### config.mk
export PLATFORM = sky130hd
export DESIGN_NAME = s2de_decode
export DESIGN_NICKNAME = d
export VERILOG_FILES = /design/src/core/s2de_decode.v /design/src/core/s2de_perm.v
export VERILOG_INCLUDE_DIRS = /design/src /design/src/include
export SDC_FILE = /design/constraint.sdc
export NUM_CORES = 1
export LEC_CHECK = 0
export CORE_MARGIN = 1.5
export CORE_UTILIZATION = 35
export DETAILED_ROUTE_END_ITERATION = 8
export DONT_BUFFER_PORTS = 1
export SKIP_CTS_REPAIR_TIMING = 1
export SLEW_MARGIN = 20
export SYNTH_ARGS = -nofsm -noshare
export SYNTH_HDL_FRONTEND = slang
export SYNTH_HIERARCHICAL = 1
export SYNTH_SLANG_ARGS = --single-unit
export TNS_END_PERCENT = 1
### constraint.sdc
create_clock -name clk_sys_i -period 2.2 [get_ports clk_sys_i]
set_input_delay 0.33 -clock clk_sys_i [delete_from_list [all_inputs] [get_ports clk_sys_i]]
set_output_delay 0.33 -clock clk_sys_i [all_outputs]
set_load 0.02 [all_outputs]
### src/include/s2de_regs.vh
/*
  Bit positions, widths and reset values for the stage-2 directory entry decoder.
  Assumes a 64-bit entry and a host address width no wider than 52 bits.
*/
`ifndef S2DE_REGS_VH
`define S2DE_REGS_VH

// ==========================================
// Entry layout
`define S2DE_ENTRY_W 64
`define S2DE_HAW_DEFAULT 46
`define S2DE_HAW_MAX 52
`define S2DE_BIT_IO_WRITE 62
`define S2DE_BIT_IO_READ 61
`define S2DE_BIT_RSVD_LO 11
`define S2DE_BIT_ACCESSED 8
`define S2DE_BIT_LARGE_PAGE 7
`define S2DE_BIT_WRITE 1
`define S2DE_BIT_READ 0
`define S2DE_ADDR_LSB 12

// ==========================================
// Reset values
`define S2DE_RST_ADDR 52'h0_0000_0000_0000
`define S2DE_RST_FLAG 1'h0

`endif

### src/core/s2de_decode.v
/*
  Stage-2 directory entry decoder: takes a fetched 64-bit entry from the
  page-walk engine and returns the next-table address, permissions and
  malformed-entry status one cycle later.
  Assumes entry_valid_i and its companions come from logic on clk_sys_i.
*/
`timescale 1ns/1ps
`include "s2de_regs.vh"

module s2de_decode
#(
  parameter HOST_ADDR_WIDTH = `S2DE_HAW_DEFAULT
)
(
  input wire clk_sys_i,
  input wire resetn_i,
  input wire entry_valid_i,
  input wire [`S2DE_ENTRY_W-1:0] stage2_dir_entry_i,
  input wire io_perm_en_i,
  input wire zero_len_read_support_i,
  input wire access_dirty_track_en_i,
  input wire zero_len_i,
  output reg result_valid_o,
  output reg [`S2DE_HAW_MAX-1:0] next_table_addr_o,
  output reg points_to_table_o,
  output reg large_page_flag_o,
  output reg read_ok_o,
  output reg write_ok_o,
  output reg accessed_o,
  output reg malformed_o
);

  // ==========================================
  // Field and check wires
  wire rd_ok;
  wire wr_ok;
  wire [`S2DE_HAW_MAX-1:0] addr_field;
  wire [`S2DE_HAW_MAX-1:0] rsvd_field;
  wire io_write_perm;
  wire large_page_flag;
  wire accessed_bit;
  wire rsvd_snoop;
  wire rsvd_high;
  wire rsvd_io_write;
  wire malformed;
  genvar bit_idx;

  // ==========================================
  // Next values
  reg result_valid_next;
  reg [`S2DE_HAW_MAX-1:0] next_table_addr_next;
  reg points_to_table_next;
  reg large_page_flag_next;
  reg read_ok_next;
  reg write_ok_next;
  reg accessed_next;
  reg malformed_next;

  // ==========================================
  // Entry fields
  assign io_write_perm = stage2_dir_entry_i[`S2DE_BIT_IO_WRITE];
  assign large_page_flag = stage2_dir_entry_i[`S2DE_BIT_LARGE_PAGE];
  // Tracking off: report zero so walker never relies on it
  assign accessed_bit = access_dirty_track_en_i &
    stage2_dir_entry_i[`S2DE_BIT_ACCESSED];
  assign rsvd_snoop = stage2_dir_entry_i[`S2DE_BIT_RSVD_LO];

  // ==========================================
  // Permissions
  s2de_perm u_perm
  (
    .entry_i(stage2_dir_entry_i),
    .io_perm_en_i(io_perm_en_i),
    .zero_len_read_support_i(zero_len_read_support_i),
    .zero_len_i(zero_len_i),
    .read_ok_o(rd_ok),
    .write_ok_o(wr_ok)
  );

  // ==========================================
  // Address field split
  assign addr_field[`S2DE_ADDR_LSB-1:0] = {`S2DE_ADDR_LSB{1'h0}};
  assign rsvd_field[`S2DE_ADDR_LSB-1:0] = {`S2DE_ADDR_LSB{1'h0}};
  // Per-bit split keeps host width a parameter; bits from it up to bit 51 are reserved
  generate
    for (bit_idx = `S2DE_ADDR_LSB; bit_idx < `S2DE_HAW_MAX; bit_idx = bit_idx + 1)
    begin : g_entry_bit
      if (bit_idx < HOST_ADDR_WIDTH)
      begin : g_addr
        assign addr_field[bit_idx] = stage2_dir_entry_i[bit_idx];
        assign rsvd_field[bit_idx] = 1'h0;
      end
      else
      begin : g_rsvd
        assign addr_field[bit_idx] = 1'h0;
        assign rsvd_field[bit_idx] = stage2_dir_entry_i[bit_idx];
      end
    end
  endgenerate

  // ==========================================
  // Reserved-bit check
  assign rsvd_high = |rsvd_field;
  // Bit 62 only counts as reserved in classic mode
  assign rsvd_io_write = ~io_perm_en_i & io_write_perm;
  assign malformed = rsvd_snoop | rsvd_high | rsvd_io_write;

  // ==========================================
  // Result valid
  // One pulse per entry; no back-pressure, entries may come every cycle
  always @*
  begin
    result_valid_next = entry_valid_i;
  end

  always @(posedge clk_sys_i or negedge resetn_i)
  begin
    if (!resetn_i)
    begin
      result_valid_o <= `S2DE_RST_FLAG;
    end
    else
    begin
      result_valid_o <= result_valid_next;
    end
  end

  // ==========================================
  // Next-table address
  // Holds until the next entry so the walker may read it late
  always @*
  begin
    next_table_addr_next = next_table_addr_o;
    if (entry_valid_i)
    begin
      next_table_addr_next = addr_field;
    end
  end

  always @(posedge clk_sys_i or negedge resetn_i)
  begin
    if (!resetn_i)
    begin
      next_table_addr_o <= `S2DE_RST_ADDR;
    end
    else
    begin
      next_table_addr_o <= next_table_addr_next;
    end
  end

  // ==========================================
  // Table pointer flag
  // A large-page entry is not malformed; it simply points to no table
  always @*
  begin
    points_to_table_next = points_to_table_o;
    if (entry_valid_i)
    begin
      points_to_table_next = ~large_page_flag;
    end
  end

  always @(posedge clk_sys_i or negedge resetn_i)
  begin
    if (!resetn_i)
    begin
      points_to_table_o <= `S2DE_RST_FLAG;
    end
    else
    begin
      points_to_table_o <= points_to_table_next;
    end
  end

  // ==========================================
  // Large-page flag
  always @*
  begin
    large_page_flag_next = large_page_flag_o;
    if (entry_valid_i)
    begin
      large_page_flag_next = large_page_flag;
    end
  end

  always @(posedge clk_sys_i or negedge resetn_i)
  begin
    if (!resetn_i)
    begin
      large_page_flag_o <= `S2DE_RST_FLAG;
    end
    else
    begin
      large_page_flag_o <= large_page_flag_next;
    end
  end

  // ==========================================
  // Read permission
  // Malformed entry grants nothing
  always @*
  begin
    read_ok_next = read_ok_o;
    if (entry_valid_i)
    begin
      read_ok_next = rd_ok & ~malformed;
    end
  end

  always @(posedge clk_sys_i or negedge resetn_i)
  begin
    if (!resetn_i)
    begin
      read_ok_o <= `S2DE_RST_FLAG;
    end
    else
    begin
      read_ok_o <= read_ok_next;
    end
  end

  // ==========================================
  // Write permission
  // Malformed entry grants nothing
  always @*
  begin
    write_ok_next = write_ok_o;
    if (entry_valid_i)
    begin
      write_ok_next = wr_ok & ~malformed;
    end
  end

  always @(posedge clk_sys_i or negedge resetn_i)
  begin
    if (!resetn_i)
    begin
      write_ok_o <= `S2DE_RST_FLAG;
    end
    else
    begin
      write_ok_o <= write_ok_next;
    end
  end

  // ==========================================
  // Accessed flag
  always @*
  begin
    accessed_next = accessed_o;
    if (entry_valid_i)
    begin
      accessed_next = accessed_bit;
    end
  end

  always @(posedge clk_sys_i or negedge resetn_i)
  begin
    if (!resetn_i)
    begin
      accessed_o <= `S2DE_RST_FLAG;
    end
    else
    begin
      accessed_o <= accessed_next;
    end
  end

  // ==========================================
  // Malformed flag
  always @*
  begin
    malformed_next = malformed_o;
    if (entry_valid_i)
    begin
      malformed_next = malformed;
    end
  end

  always @(posedge clk_sys_i or negedge resetn_i)
  begin
    if (!resetn_i)
    begin
      malformed_o <= `S2DE_RST_FLAG;
    end
    else
    begin
      malformed_o <= malformed_next;
    end
  end

endmodule

### src/core/s2de_perm.v
/*
  Permission evaluator for one stage-2 directory entry.
  Assumes inputs are stable in the same clock domain; purely combinational.
*/
`timescale 1ns/1ps
`include "s2de_regs.vh"

module s2de_perm
(
  input wire [`S2DE_ENTRY_W-1:0] entry_i,
  input wire io_perm_en_i,
  input wire zero_len_read_support_i,
  input wire zero_len_i,
  output reg read_ok_o,
  output reg write_ok_o
);

  reg wr_bit;
  reg rd_bit;

  // ==========================================
  // Permission select
  always @*
  begin
    wr_bit = 1'h0;
    rd_bit = 1'h0;
    if (io_perm_en_i)
    begin
      wr_bit = entry_i[`S2DE_BIT_IO_WRITE];
      rd_bit = entry_i[`S2DE_BIT_IO_READ];
    end
    else
    begin
      wr_bit = entry_i[`S2DE_BIT_WRITE];
      rd_bit = entry_i[`S2DE_BIT_READ];
    end
    write_ok_o = wr_bit;
    // Zero-length reads pass on write permission alone
    if (zero_len_read_support_i && zero_len_i && wr_bit)
    begin
      read_ok_o = 1'h1;
    end
    else
    begin
      read_ok_o = rd_bit;
    end
  end

endmodule

# Word level (Yosys, flattened, before mapping)
# Index checks and enable logic that the tools add are counted.
# totals
rom_bits	0
wordCells	23
ramBits	0
latch_bits	0
reg_bits	41
output_inout_bits	59
memories	0
# op_classes
magnitude_cmp	0
eq_ne	0
n_shift	0
n_addsub	0
n_mul	0
reduce_logical	3
muxes	3
bitwise_logic	9
n_div	0
# op_table
cell	n
$reduce_or A6 Y1	1
$and A1 B1 Y1	4
$mux W1	3
$not A1 Y1	3
$logic_and A1 B1 Y1	2
$or A1 B1 Y1	2

# Longest topological paths before layout
# logic_depth
ltp_word	5
depth_mapped	4

# By module
# Netlist, hierarchy kept.
# by_module_without_submodules
mod	instances	cells_each	area_per_inst_um2	seq_area_each_um2
s2de_decode	1	114	1684.1	1026.0
s2de_perm	1	3	35.0	0.0

# Worst setup path after synthesis
# OpenSTA, ideal clock, no wires.
# synth_timing
path_kind	input-to-reg
startpoint	input io_perm_en_i
endpoint	register read_ok_o
required_time_ns	2.079
arrival_ns	0.997
slack_ns	1.082
setup_ns	0.121
n_path_buf	0
path_stages	3
path_cell_list	mux2_4 a31o_1 a22o_1
# synth_via
word_cells_on_any_way	9
# synth_lines
item	line	text
start: declaration	s2de_decode.v:19	input wire io_perm_en_i,
$mux W1	s2de_perm.v:27	if (io_perm_en_i)
$logic_and A1 B1 Y1	s2de_perm.v:39	if (zero_len_read_support_i && zero_len_i && wr_bit)
$mux W1 *	s2de_perm.v:39	
net rd_ok	s2de_decode.v:35	wire rd_ok;
$and A1 B1 Y1 *	s2de_decode.v:207	read_ok_next = rd_ok & ~malformed;
end signal: assignment	s2de_decode.v:215	read_ok_o <= `S2DE_RST_FLAG;
end signal: assignment	s2de_decode.v:219	read_ok_o <= read_ok_next;
end: declaration	s2de_decode.v:27	output reg read_ok_o,
# Mark *: on every way through the listed nets, which the timed path passes. The rest lies on a longest branch.
# A chain may end at the register's enable or synchronous reset.

# Final worst setup path
# layout_timing
startpoint	register malformed_o
endpoint	output malformed_o
# layout_lines
item	line	text
start: declaration	s2de_decode.v:30	output reg malformed_o
start signal: assignment	s2de_decode.v:285	malformed_o <= `S2DE_RST_FLAG;
start signal: assignment	s2de_decode.v:289	malformed_o <= malformed_next;
# No word-level cell between the ends.

==> results.tsv <==
stage	metric	value	unit
floorplan	start_util	36.40	%
layout	fin_area	1808	µm²
clocking	cts_sinks	41	
clocking	htree_levels	2	
global_route	grt_pass1_vias	940	
global_route	grt_pass1_wl	4140	µm
timing	tns	0	ns
logic_synthesis	avgSynthCellArea	14.69	µm²
global_route	grt_max_degree	44	
setup_path	crit_arrival	0.76	ns
global_route	grt_usage	10.70	%
layout	utilization	38.28	%
floorplan	die_w	73.09	µm
floorplan	coreArea	4723	µm²
detailed_routing	final_antenna_net_count	0	
logic_synthesis	netlist_instances	117	
timing	clock.fmax	918.2	MHz
timing	setup_viol	0	
layout	fin_nets	191	
timing	whs	0.08709	ns
detailed_routing	drtPass1Iterations	3	
floorplan	num_rows	25	
layout	multiInputGateArea	579.3	µm²
clocking	cts_max_path_buffers	2	
logic_synthesis	synth_cell_types	17	
clocking	tritoncts	done	
timing	fin_crit	1.089	ns
global_route	antenna_found_initial	0	
setup_path	critical_path_class	reg2out	
setup_path	worst_setup_path_start_kind	flip-flop	
detailed_routing	drt-initial-drc-count	19	
place	gp_congestion	0.7056	
setup_path	endpoint_kind	output pin	
power	total_leakage_power	0.7812	nW
logic_synthesis	yosysWarnings	6	
clocking	clk_latency	0.28	ns
timing	slew_violations	0	
layout	drive_gt1_share	38.66	%
layout	fill_cells	471	
run	cap_violations	0	
logic_synthesis	synth.ff_latch_count	41	
floorplan	die_h	73.09	µm
layout	area_growth	5.167	%
clocking	clock-root-buffer	clkbuf_8	
detailed_routing	wl_per_cell	15.39	µm
floorplan	ios	130	
setup_path	path_max_fanout	2	
power	powerDensity	838.1	nW/µm²
detailed_routing	drc	0	
timing	rsz0062_at_grt	false	
place	dpl.hpwl	2054	µm
timing	finalHoldViolCount	0	
place	portBuffers	0	
clocking	cts_buffers	5	
worst_hold_path	holdCritPathClass	in2reg	
place	place_inst	178	
place	dp_slack	1.037	ns
power	vdd_drop_max	0.0002946	V
timing	fin_ws	1.111	ns
layout	most-common-layout-cells	dfrtp_1, mux2_2, conb_1, clkbuf_8, nor2_1	
clocking	path_clk_slew	0.07	ns
logic_synthesis	ys_seq_area_share	59.68	%
layout	ff_latch_area	1026	µm²
logic_synthesis	syn_area	1719	µm²
place	dpl_cell_area	1697	µm²
detailed_routing	wl	2863	µm
detailed_routing	num_vias	870	
layout	diodes	0	
global_route	grt_overflow_total	0	
timing	skew	0	ns
layout	stdcell_count	186	
detailed_routing	routed_via_density	4.677	
outcome	outcome	completed	
power	total_power	1.515	mW
setup_path	cp.required	1.87	ns
timing	finalCritPeriodShare	49.50	%
layout	layout_commonest_cell	dfrtp_1	
floorplan	die-area	5341	µm²
cell usage after synthesis:
cell type	number	area, µm²
a31o_1	1	8.760
nor4b_2	1	15.01
inv_1	2	7.510
conb_1	1	3.750
mux2_2	36	405.4
nor4_1	1	6.260
a22o_1	2	17.52
o21ai_0	1	5.000
nand3_1	1	5.000
mux2_4	1	15.01
buf_2	1	5.000
nand2b_1	1	6.260
nor2_1	3	11.26
buf_4	22	165.2
dfrtp_1	41	1026
and3_4	1	11.26
a21oi_1	1	5.000
registers in the layout (all words and copies together) (netlist names):
name / cells
read_ok_o: 1
malformed_o: 1
large_page_flag_o: 1
next_table_addr_o: 34
result_valid_o: 1
points_to_table_o: 1
write_ok_o: 1
accessed_o: 1
metal layers:
layer / global-route usage, % / part of all wire (%) / vias up
met5: 0 / 0 / -
met4: 5.031 / 0.59 / 0
met3: 5.939 / 11 / 2
met2: 19.19 / 56 / 69
met1: 9.641 / 33 / 435
li1: - / - / 364
worst paths after layout:
kind                                                        start                           endpoint  slack, ns  cells past startpoint
min in group asynchronous                                resetn_i  next_table_addr_o[45]$_DFFE_PN0P_       0.56                      2
worst min-delay path                                entry_valid_i           result_valid_o$_DFF_PN0_       0.09                      0
worst min register to register             accessed_o$_DFFE_PN0P_             accessed_o$_DFFE_PN0P_       0.65                      2
worst max-delay path                      malformed_o$_DFFE_PN0P_                        malformed_o       1.11                      0
max in group asynchronous                                resetn_i  next_table_addr_o[21]$_DFFE_PN0P_       1.46                      2
worst max register to register  next_table_addr_o[18]$_DFFE_PN0P_  next_table_addr_o[18]$_DFFE_PN0P_       1.33                      1
cell type report:
cell class	instances	share of cell area (%)
Clock buffer	5	3.806
Tap cell	67	4.637
Timing Repair Buffer	2	2.076
Inverter	2	0.4152
Multi-Input combinational cell	68	32.04
Sequential cell	41	56.75
Clock inverter	1	0.2768
power by group:
group	switching [mW]	internal (mW)
sequential	0.133	0.822
clock	0.219	0.208
combinational	0.0616	0.0711
kinds of logic (layout without fill, tap and decap cells):
kind of cell,Yosys count,after routing,synth area share (%)
muxes,37,37,24.45
DFF,41,41,59.68
and+or+nand+nor,8,8,3.202
AOI/OAI and AO/OA,5,5,2.110
buffers and inverters,25,10,10.33
other,1,18,0.2181
No activity file was read; power rests on OpenSTA's default activity.
